===== src/fspmc_params.svh =====
// Purpose: Named offsets, bit positions, reset values and timing figures.
// Assumes: Included by every design file that needs a number.
// Notes: Definitions only.
`ifndef FSPMC_PARAMS_SVH
`define FSPMC_PARAMS_SVH
`define FSPMC_ADDR_W 8
`define FSPMC_OFF_MODE 8'h00
`define FSPMC_OFF_CMD 8'h04
`define FSPMC_OFF_STAT 8'h08
`define FSPMC_OFF_NMI 8'h0C
`define FSPMC_OFF_ARG0 8'h10
`define FSPMC_OFF_RESULT 8'h24
`define FSPMC_NUM_ARGS 5
`define FSPMC_ARG_IDX_W 3
`define FSPMC_BIT_DIS 3
`define FSPMC_BIT_VPP 2
`define FSPMC_BIT_SEL 1
`define FSPMC_BIT_ERR 0
`define FSPMC_BIT_SETTLE 1
`define FSPMC_BIT_FW 2
`define FSPMC_BIT_NMI 7
`define FSPMC_DIS_RST 1'h1
`define FSPMC_TRAP_FW_VEC 5'h1F
`define FSPMC_HANDOFF_CYC 3'h4
`define FSPMC_SETTLE_US 100
`define FSPMC_CLK_MHZ 200
`define FSPMC_SETTLE_W 16
`define FSPMC_WORD_ZERO 32'h0000_0000
`endif


===== src/fspmc_pkg.sv =====
// Purpose: Types shared by the mode-control design files.
// Assumes: Constants live in fspmc_params.svh.
// Notes: Nothing is imported; users write fspmc_pkg::name.
package fspmc_pkg;
  typedef enum logic [2:0] {
    FSPMC_FW_IDLE = 3'h1,
    FSPMC_FW_HANDOFF = 3'h2,
    FSPMC_FW_RUN = 3'h4
  } fspmc_fw_state_e;
  typedef logic [31:0] fspmc_word_t;
endpackage


===== src/fspmc_unlock_if.sv =====
// Purpose: Carries access events to the unlock guard and its verdict back.
// Assumes: All signals are on pclk.
// Notes: One modport for each side.
`timescale 1ns/100ps
interface fspmc_unlock_if;
  logic cmd_wr;
  logic prot_wr;
  logic other_acc;
  logic int_ack;
  logic accept;
  logic refuse;
  modport mgr (output cmd_wr, output prot_wr, output other_acc, output int_ack,
    input accept, input refuse);
  modport guard (input cmd_wr, input prot_wr, input other_acc, input int_ack,
    output accept, output refuse);
endinterface


===== src/fspmc_top.sv =====
// Behaviour
// clear disable, set select, trap enters firmware
// trap goes to firmware only when selected
// firmware run NMI sets flag bit seven
// software clears NMI flag before each call
// NMI during handoff may be lost
// r6-r9 and ep in, r10 result out
// leave: unlock, write disable set, select clear
// wait 100 us before flash access
// interrupt between unlock and write drops it
// five nops after protected write
// unlock and write from same register
// no DMA for unlock or protected write
// disable reads 1 on flash, 0 mask ROM
// caller runs outside block 0 and flash
// mode bits: disable 3, voltage 2, select 1
// select takes effect only with voltage present
// disable bit blocks all flash write/erase
// unlock arms exactly one protected write
// mode register reads need no unlock
//
// Purpose: Flash self-programming mode control with an APB register file.
// Assumes: Single pclk domain at 200 MHz; pins are synchronised here.
// Notes: Zero-wait APB; read data is captured in the setup cycle.
`timescale 1ns/100ps
`include "fspmc_params.svh"
module fspmc_top #(
  parameter int SETTLE_CYC = `FSPMC_SETTLE_US * `FSPMC_CLK_MHZ,
  parameter bit FLASH_EQUIPPED = 1'b1
) (
  input wire logic pclk,
  input wire logic presetn,
  input wire logic ce,
  input wire logic psel,
  input wire logic penable,
  input wire logic pwrite,
  input wire logic [31:0] paddr,
  input wire logic [31:0] pwdata,
  input wire logic [3:0] pstrb,
  output logic [31:0] prdata,
  output logic pready,
  output logic pslverr,
  input wire logic vpp_pin,
  input wire logic nmi_pin,
  input wire logic int_accept,
  input wire logic trap_req,
  input wire logic [4:0] trap_vec,
  input wire logic fw_done,
  input wire logic [31:0] fw_result,
  output logic fw_enter,
  output logic fw_running,
  output logic app_trap,
  output logic [4:0] app_trap_vec,
  output logic nmi_req,
  output logic [32*`FSPMC_NUM_ARGS-1:0] fw_args,
  output logic flash_write_enable,
  output logic flash_access_ok
);
  localparam int SETTLE_LOAD = (SETTLE_CYC < 1) ? 1 : SETTLE_CYC;

  // Matches an address against a register offset.
  function automatic logic hit(input logic [31:0] a, input logic [7:0] off);
    hit = (a[`FSPMC_ADDR_W-1:0] == off) && (a[31:`FSPMC_ADDR_W] == 24'h000000);
  endfunction

  fspmc_unlock_if ul ();

  // Synchroniser stages for the two pins.
  logic vpp_meta;
  logic vpp_s;
  logic nmi_meta;
  logic nmi_s;
  logic nmi_prev;

  // Register state.
  logic wr_disable;
  logic sel;
  logic err_flag;
  logic nmi_flag;
  fspmc_pkg::fspmc_word_t arg_reg [`FSPMC_NUM_ARGS];
  fspmc_pkg::fspmc_word_t result_reg;
  logic [`FSPMC_SETTLE_W-1:0] settle_cnt;
  fspmc_pkg::fspmc_fw_state_e fw_state;
  fspmc_pkg::fspmc_fw_state_e next_fw_state;
  logic [2:0] handoff_cnt;

  // Bus decode.
  logic setup_ph;
  logic acc_ph;
  logic wr_acc;
  logic hit_mode;
  logic hit_cmd;
  logic hit_stat;
  logic hit_nmi;
  logic hit_res;
  logic [`FSPMC_NUM_ARGS-1:0] hit_arg;
  logic mapped;
  logic byte0_en;

  assign setup_ph = psel & ~penable;
  assign acc_ph = psel & penable;
  assign wr_acc = acc_ph & pwrite;
  assign byte0_en = pstrb[0];
  assign hit_mode = hit(paddr, `FSPMC_OFF_MODE);
  assign hit_cmd = hit(paddr, `FSPMC_OFF_CMD);
  assign hit_stat = hit(paddr, `FSPMC_OFF_STAT);
  assign hit_nmi = hit(paddr, `FSPMC_OFF_NMI);
  assign hit_res = hit(paddr, `FSPMC_OFF_RESULT);

  // Argument registers r6..r9 and ep sit at consecutive words.
  genvar gi;
  generate
    for (gi = 0; gi < `FSPMC_NUM_ARGS; gi++) begin : g_arg
      assign hit_arg[gi] = hit(paddr, 8'(`FSPMC_OFF_ARG0 + 4 * gi));
      assign fw_args[32*gi +: 32] = arg_reg[gi];
      // firmware arguments
      always_ff @(posedge pclk or negedge presetn) begin
        if (!presetn) begin
          arg_reg[gi] <= `FSPMC_WORD_ZERO;
        end else if (ce && wr_acc && hit_arg[gi]) begin
          arg_reg[gi] <= pwdata;
        end
      end
    end
  endgenerate

  assign mapped = hit_mode | hit_cmd | hit_stat | hit_nmi | hit_res | (|hit_arg);

  // Access events for the unlock guard; a protected write needs byte 0.
  // arm and disarm
  assign ul.cmd_wr = wr_acc & hit_cmd;
  assign ul.prot_wr = wr_acc & hit_mode & byte0_en;
  assign ul.other_acc = acc_ph & ~ul.cmd_wr & ~ul.prot_wr;
  // interrupt between steps
  assign ul.int_ack = int_accept;

  fspmc_unlock u_unlock (
    .pclk(pclk),
    .presetn(presetn),
    .ce(ce),
    .ul(ul)
  );

  // Two-stage synchronisers for the voltage detect and NMI pins.
  always_ff @(posedge pclk or negedge presetn) begin
    if (!presetn) begin
      vpp_meta <= 1'b0;
      vpp_s <= 1'b0;
      nmi_meta <= 1'b0;
      nmi_s <= 1'b0;
      nmi_prev <= 1'b0;
    end else if (ce) begin
      vpp_meta <= vpp_pin;
      vpp_s <= vpp_meta;
      nmi_meta <= nmi_pin;
      nmi_s <= nmi_meta;
      nmi_prev <= nmi_s;
    end
  end

  logic nmi_edge;
  logic vpp_ok;
  logic mode_accept;
  logic leave_sp;
  logic fw_trap_hit;
  logic settle_busy;

  assign nmi_edge = nmi_s & ~nmi_prev;
  // voltage bit read-only
  assign vpp_ok = vpp_s & FLASH_EQUIPPED;
  assign mode_accept = ul.accept;
  assign settle_busy = (settle_cnt != `FSPMC_SETTLE_W'(0));
  // Leaving self-programming starts the settle wait.
  assign leave_sp = mode_accept & sel & ~pwdata[`FSPMC_BIT_SEL];
  // trap routing
  assign fw_trap_hit = trap_req & (trap_vec == `FSPMC_TRAP_FW_VEC) & sel &
    (fw_state == fspmc_pkg::FSPMC_FW_IDLE);

  // Mode register: only an armed write changes it; fixed bits stay zero.
  always_ff @(posedge pclk or negedge presetn) begin
    if (!presetn) begin
      wr_disable <= `FSPMC_DIS_RST & FLASH_EQUIPPED; // A mask ROM part resets to zero.
      sel <= 1'b0;
    end else if (ce && mode_accept) begin
      // mask ROM reads zero
      wr_disable <= pwdata[`FSPMC_BIT_DIS] & FLASH_EQUIPPED;
      // select needs voltage
      sel <= pwdata[`FSPMC_BIT_SEL] & vpp_ok;
    end
  end

  // Protection error: set on a refused write, cleared by writing one.
  // Set wins over the clear.
  always_ff @(posedge pclk or negedge presetn) begin
    if (!presetn) begin
      err_flag <= 1'b0;
    end else if (ce) begin
      // refused write flags
      if (ul.refuse) begin
        err_flag <= 1'b1;
      end else if (wr_acc && hit_stat && byte0_en && pwdata[`FSPMC_BIT_ERR]) begin
        err_flag <= 1'b0;
      end
    end
  end

  // Firmware hand-off sequencer.
  always_comb begin
    next_fw_state = fw_state;
    case (fw_state)
      fspmc_pkg::FSPMC_FW_IDLE: begin
        // trap enters firmware
        if (fw_trap_hit) begin
          next_fw_state = fspmc_pkg::FSPMC_FW_HANDOFF;
        end
      end
      fspmc_pkg::FSPMC_FW_HANDOFF: begin
        if (handoff_cnt == 3'h1) begin
          next_fw_state = fspmc_pkg::FSPMC_FW_RUN;
        end
      end
      fspmc_pkg::FSPMC_FW_RUN: begin
        if (fw_done) begin
          next_fw_state = fspmc_pkg::FSPMC_FW_IDLE;
        end
      end
      default: begin
        next_fw_state = fspmc_pkg::FSPMC_FW_IDLE;
      end
    endcase
  end

  // State, hand-off counter and result capture.
  always_ff @(posedge pclk or negedge presetn) begin
    if (!presetn) begin
      fw_state <= fspmc_pkg::FSPMC_FW_IDLE;
      handoff_cnt <= 3'h0;
      result_reg <= `FSPMC_WORD_ZERO;
    end else if (ce) begin
      fw_state <= next_fw_state;
      handoff_cnt <= fw_trap_hit ? `FSPMC_HANDOFF_CYC :
        ((handoff_cnt != 3'h0) ? handoff_cnt - 3'h1 : 3'h0);
      // result in r10
      if (fw_state == fspmc_pkg::FSPMC_FW_RUN && fw_done) begin
        result_reg <= fw_result;
      end
    end
  end

  // NMI flag: set during a firmware run, never cleared by hardware.
  // Software clears it by writing zero to bit 7; a set in that cycle wins.
  always_ff @(posedge pclk or negedge presetn) begin
    if (!presetn) begin
      nmi_flag <= 1'b0;
    end else if (ce) begin
      // NMI during run
      if (nmi_edge && fw_state == fspmc_pkg::FSPMC_FW_RUN) begin
        nmi_flag <= 1'b1;
      end else if (wr_acc && hit_nmi && byte0_en && !pwdata[`FSPMC_BIT_NMI]) begin
        // software clears flag
        nmi_flag <= 1'b0;
      end
    end
  end

  // Trap and NMI outputs; an NMI in the hand-off window is swallowed.
  always_ff @(posedge pclk or negedge presetn) begin
    if (!presetn) begin
      fw_enter <= 1'b0;
      app_trap <= 1'b0;
      app_trap_vec <= 5'h00;
      nmi_req <= 1'b0;
    end else if (ce) begin
      fw_enter <= fw_trap_hit;
      app_trap <= trap_req & ~fw_trap_hit;
      if (trap_req && !fw_trap_hit) begin
        app_trap_vec <= trap_vec;
      end
      // handoff NMI lost
      nmi_req <= nmi_edge & (fw_state == fspmc_pkg::FSPMC_FW_IDLE) & ~fw_trap_hit;
    end
  end

  // Settle counter after returning to normal mode.
  always_ff @(posedge pclk or negedge presetn) begin
    if (!presetn) begin
      settle_cnt <= `FSPMC_SETTLE_W'(0);
    end else if (ce) begin
      // settle wait
      if (leave_sp) begin
        settle_cnt <= `FSPMC_SETTLE_W'(SETTLE_LOAD);
      end else if (settle_busy) begin
        settle_cnt <= settle_cnt - `FSPMC_SETTLE_W'(1);
      end
    end
  end

  // Flash controls seen by the array.
  // disable blocks writing
  assign flash_write_enable = ~wr_disable & vpp_ok & sel;
  assign flash_access_ok = ~settle_busy & ~sel;
  assign fw_running = (fw_state == fspmc_pkg::FSPMC_FW_RUN);

  // Read mux; the mode register reads freely.
  logic [31:0] rd_mux;
  logic [31:0] rd_arg;
  logic [31:0] mode_val;
  logic [31:0] stat_val;
  logic [31:0] nmi_val;

  // free mode read
  // mode bit layout
  assign mode_val = {28'h0000000, wr_disable, vpp_ok, sel, 1'b0};
  assign stat_val = {29'h00000000, fw_running, settle_busy, err_flag};
  assign nmi_val = {24'h000000, nmi_flag, 7'h00};

  always_comb begin
    rd_arg = `FSPMC_WORD_ZERO;
    for (int i = 0; i < `FSPMC_NUM_ARGS; i++) begin
      if (hit_arg[i]) begin
        rd_arg = arg_reg[i];
      end
    end
  end

  assign rd_mux = hit_mode ? mode_val :
    hit_stat ? stat_val :
    hit_nmi ? nmi_val :
    hit_res ? result_reg :
    rd_arg;

  // Read data and error answer are captured in the setup cycle.
  always_ff @(posedge pclk or negedge presetn) begin
    if (!presetn) begin
      prdata <= `FSPMC_WORD_ZERO;
      pslverr <= 1'b0;
    end else if (ce && setup_ph) begin
      prdata <= pwrite ? `FSPMC_WORD_ZERO : rd_mux;
      pslverr <= ~mapped;
    end
  end

  // Zero-wait slave; a frozen clock enable stalls the bus.
  assign pready = ce;
endmodule


===== src/fspmc_unlock.sv =====
// Purpose: Arms one protected write after a command-register write.
// Assumes: Events are one-cycle pulses in the APB access phase.
// Notes: The verdict is combinational so the write lands in the same cycle.
`timescale 1ns/100ps
`include "fspmc_params.svh"
module fspmc_unlock (
  input wire logic pclk,
  input wire logic presetn,
  input wire logic ce,
  fspmc_unlock_if.guard ul
);
  logic armed;
  logic next_armed;

  // A protected write passes only while armed and no interrupt is taken.
  // single armed write
  assign ul.accept = armed & ul.prot_wr & ~ul.int_ack;
  // interrupt drops write
  assign ul.refuse = ul.prot_wr & ~ul.accept;

  // Any access or accepted interrupt other than the arming write disarms.
  assign next_armed = ul.cmd_wr ? 1'b1 :
    ((ul.prot_wr | ul.other_acc | ul.int_ack) ? 1'b0 : armed);

  // Holds the armed state.
  always_ff @(posedge pclk or negedge presetn) begin
    if (!presetn) begin
      armed <= 1'b0;
    end else if (ce) begin
      armed <= next_armed;
    end
  end
endmodule


===== config.mk =====
export PLATFORM = sky130hd
export DESIGN_NAME = fspmc_top
export DESIGN_NICKNAME = d
export VERILOG_FILES = /design/src/fspmc_pkg.sv /design/src/fspmc_unlock_if.sv /design/src/fspmc_top.sv /design/src/fspmc_unlock.sv
export VERILOG_INCLUDE_DIRS = /design/src /design/src/src
export SDC_FILE = /design/constraint.sdc
export NUM_CORES = 1
export LEC_CHECK = 0
export BUFFER_PORTS_ARGS = -buffer_cell sky130_fd_sc_hd__buf_2
export CAP_MARGIN = 20
export CELL_PAD_IN_SITES_DETAIL_PLACEMENT = 0
export CELL_PAD_IN_SITES_GLOBAL_PLACEMENT = 1
export CORE_AREA = 3 3 211 171
export CTS_BUF_LIST = sky130_fd_sc_hd__clkbuf_8
export CTS_CLUSTER_SIZE = 25
export DETAILED_ROUTE_END_ITERATION = 8
export DIE_AREA = 0 0 214 174
export PLACE_DENSITY_LB_ADDON = 0.05
export SLEW_MARGIN = 40
export SYNTH_ARGS = -nofsm -noshare
export SYNTH_HDL_FRONTEND = slang
export SYNTH_HIERARCHICAL = 1
export SYNTH_SLANG_ARGS = --single-unit

===== constraint.sdc =====
create_clock -name pclk -period 3.1 [get_ports pclk]
set_input_delay 0.93 -clock pclk [delete_from_list [all_inputs] [get_ports pclk]]
set_output_delay 0.93 -clock pclk [all_outputs]
set_load 0.01 [all_outputs]

==> reports/qor.yml <==
status:
  violations: "setup timing"
  status: "finished, violations left"
critical_path:
  cp_data_required_time_ns: 2.17
  r2r_start: "settle_cnt[9]$_DFFE_PN0P_"
  startpoint: "settle_cnt[9]$_DFFE_PN0P_"
  worstPathArrival_ns: 2.29
  cp-start-kind: "flip-flop"
  crit_type: "reg -> out"
  end_kind: "output port"
  cp_max_fo: 4
synth:
  synth_cell_type_count: 64
  ys_seq_area_share_pct: 55.70
  synth_ff_type: "dfrtp_1"
  netlist_instances: 943
  synth_edf_count: 0
  syn_area_mm2: 0.01191
  synth.largest_area_cell: "dfrtp_1"
  synthTopCellsByArea: "dfrtp_1 (55%), mux2_2 (14%), mux2_1 (5.1%)"
  ys_top_cells_by_count: "dfrtp_1 (263), mux2_2 (153), nand2_1 (64), nor2_1 (59), mux2_1 (54)"
  synth_most_common_cell: "dfrtp_1"
  async_flop_share_pct: 100.0
  ys_ff_latch: 265
  syn-num-nets: 1062
  yosys_warnings: 6
  synth_top_area_share_pct: 55.26
  synth_area_per_cell_um2: 12.63
floorplan:
  coreArea_mm2: 0.03386
  num_rows: 60
  fp.dieW_um: 214
  dieArea_mm2: 0.03724
  die_h_um: 174
  start_util_pct: 35.17
  design.portCount: 321
global_routing:
  grt_pass1_vias: 9898
  grt_pass1_wl_um: 63450
  overflow: 0
  antenna_found_initial: 3
  grt_max_degree: 87
  track_usage_pct: 22.24
power_and_ir_drop:
  p_leak_nw: 8.311
  clkPwrFrac_pct: 44.5
  irDropWorstVdd_mv: 0.2839
  seq_power_share_pct: 49.7
  combPwrFrac_pct: 5.8
  p_int_mw: 5.401
  switching_share_pct: 24.69
  power_density_mw_per_mm2: 460.6
  switchingPower_mw: 1.770
clocking:
  htreeDepth: 2
  clockRootBuffer: "clkbuf_8"
  holdBufCountCts: 0
  cts.path.max_buffers: 3
  clock-sinks: 265
  cts_made_buffers: 46
  clk_pin_slew_ns: 0.06
  clock_latency_ns: 0.58
  cts_tree: "done"
timing:
  finalMaxSlewViolations: 0
  setup_viol: 1
  skew_ns: 0.01536
  setup-tns-final_ns: -0.1219
  relSlewSlack_pct: 65.22
  fin_crit_ns: 3.222
  finalCritPeriodShare_pct: 103.9
  finalWorstSetupSlack_ns: -0.1219
  fmax_mhz: 310.4
  hold_viol: 0
  rsz0062_at_grt: "yes"
  hold-worst-slack_ns: 0.2380
  worst_pin_slew_ns: 0.5206
finish:
  layout.cells.non_filler: 1822
  largest_register_ffs: 160
  area_growth_pct: 30.73
  nNetsFinal: 1443
  drive_gt1_share_pct: 47.64
run:
  max-cap-violations: 0
route:
  drt-total-wl_um: 42030
  viasPerCell: 5.185
  first_iter_violations: 657
  vias: 9447
  firstDrtPassIters: 5
  final_antenna_net_count: 0
  avgRoutedWirePerCell_um: 23.07
  drc: 0
place:
  place_inst: 1740
  numPortBuffers: 317
  hpwl_um: 29710
  gp_congestion: 0.8165
min_path:
  hold_path.class: "in -> async"
[timing repair]
item / in CTS / in global routing
buffers inserted: 1 / 0
gates resized for setup: 3 / 0
setup endpoints to repair: 1 / 1
[final cells by class]
| class | instances | area [um^2] |
|---|---|---|
| sequential | 265 | 6634 |
| multi-input combinational | 609 | 5136 |
| timing repair buffer | 388 | 2255 |
| fill | 3265 | 18290 |
| inverter | 14 | 52.55 |
| tap | 465 | 581.8 |
| antenna | 1 | 2.502 |
| clock inverter | 20 | 81.33 |
| clock buffer | 60 | 825.8 |
[path summary, 6_finish.rpt]
kind,to,slack [ns],depth (start not counted)
worst max-delay path,flash_access_ok,-0.12,4
worst min-delay path,result_reg[3]$_DFFE_PN0P_,0.24,1
worst max register to register,settle_cnt[14]$_DFFE_PN0P_,0.68,7
worst min register to register,prdata[31]$_DFFE_PN0P_,0.48,2
max in group asynchronous,fw_state[0]$_DFFE_PN1P_,2.08,2
min in group pclk,prdata[31]$_DFFE_PN0P_,0.48,2
[critical path, stage by stage, from the launching register on]
cell and delay [ns]:
dfrtp_1 0.38, or4_4 0.56, or4_4 0.46, nor3_2 0.16
buf_2 0.15
[power groups by stage]
stage | logic [mW] | registers, mW | clock network [mW]
4_1_cts | 0.426 | 3.56 | 3.31
3_3_place_gp | 0.424 | 3.62 | 0
5_1_grt | 0.468 | 3.57 | 3.47
6_report | 0.417 | 3.56 | 3.19
3_5_place_dp | 0.425 | 3.63 | 0
2_1_floorplan | 0.143 | 3.62 | 0
[routing by layer]
metal  track usage, %  vias up  part of all wire, %
met2            34.66      308                   45
met5                0        -                0.081
met4            5.523        4                  1.8
met1            30.68     4785                   45
met3            6.361       55                  7.4
li1                 -     4295                    -
[cells by family after synthesis]
family                     after synthesis  synth area share [%]
adders and majority gates                3                0.3152
buffers and inverters                   69                 2.543
xor gates and xnor gates                13                0.9561
muxes                                  208                 19.66
AOI/OAI and AO/OA                      175                 11.00
DFF                                    265                 55.70
and+or+nand+nor                        210                 9.824
[placed cells by master, fill, tap and decap left out, types with 3 or more instances in the layout]
master	count
a21boi_0	3
a21oi_1	19
a221oi_1	12
a222oi_1	29
a22o_1	18
a22oi_1	3
a31oi_1	6
a32oi_1	4
and2_1	3
buf_12	10
buf_2	316
buf_4	61
clkbuf_8	60
dfrtp_1	263
ha_1	3
inv_1	31
mux2_1	54
mux2_2	153
nand2_1	60
nand2_2	4
nand2b_1	8
nand3_1	3
nor2_1	57
nor3_1	11
nor3_2	6
nor3b_1	4
nor4_1	8
nor4_2	3
nor4_4	11
o21ai_0	26
o21ai_1	14
o22ai_1	3
o31a_1	12
o31ai_1	9
or3_1	7
xnor2_1	11
[stage by stage]
step | total power, mW | setup slack [ns] | util [%] | area [um^2]
3_5_place_dp | 4.050 | -0.001941 | 43.24 | 14640
4_1_cts | 7.296 | -0.1847 | 45.98 | 15570
3_3_place_gp | 4.047 | 0.001241 | 43.24 | 14640
2_1_floorplan | 3.767 | -0.04288 | - | 12020
6_report | 7.172 | -0.1219 | 45.98 | 15570
5_1_grt | 7.511 | -0.2341 | 45.98 | 15570
Note: power is estimated with default switching activity, not from simulation.
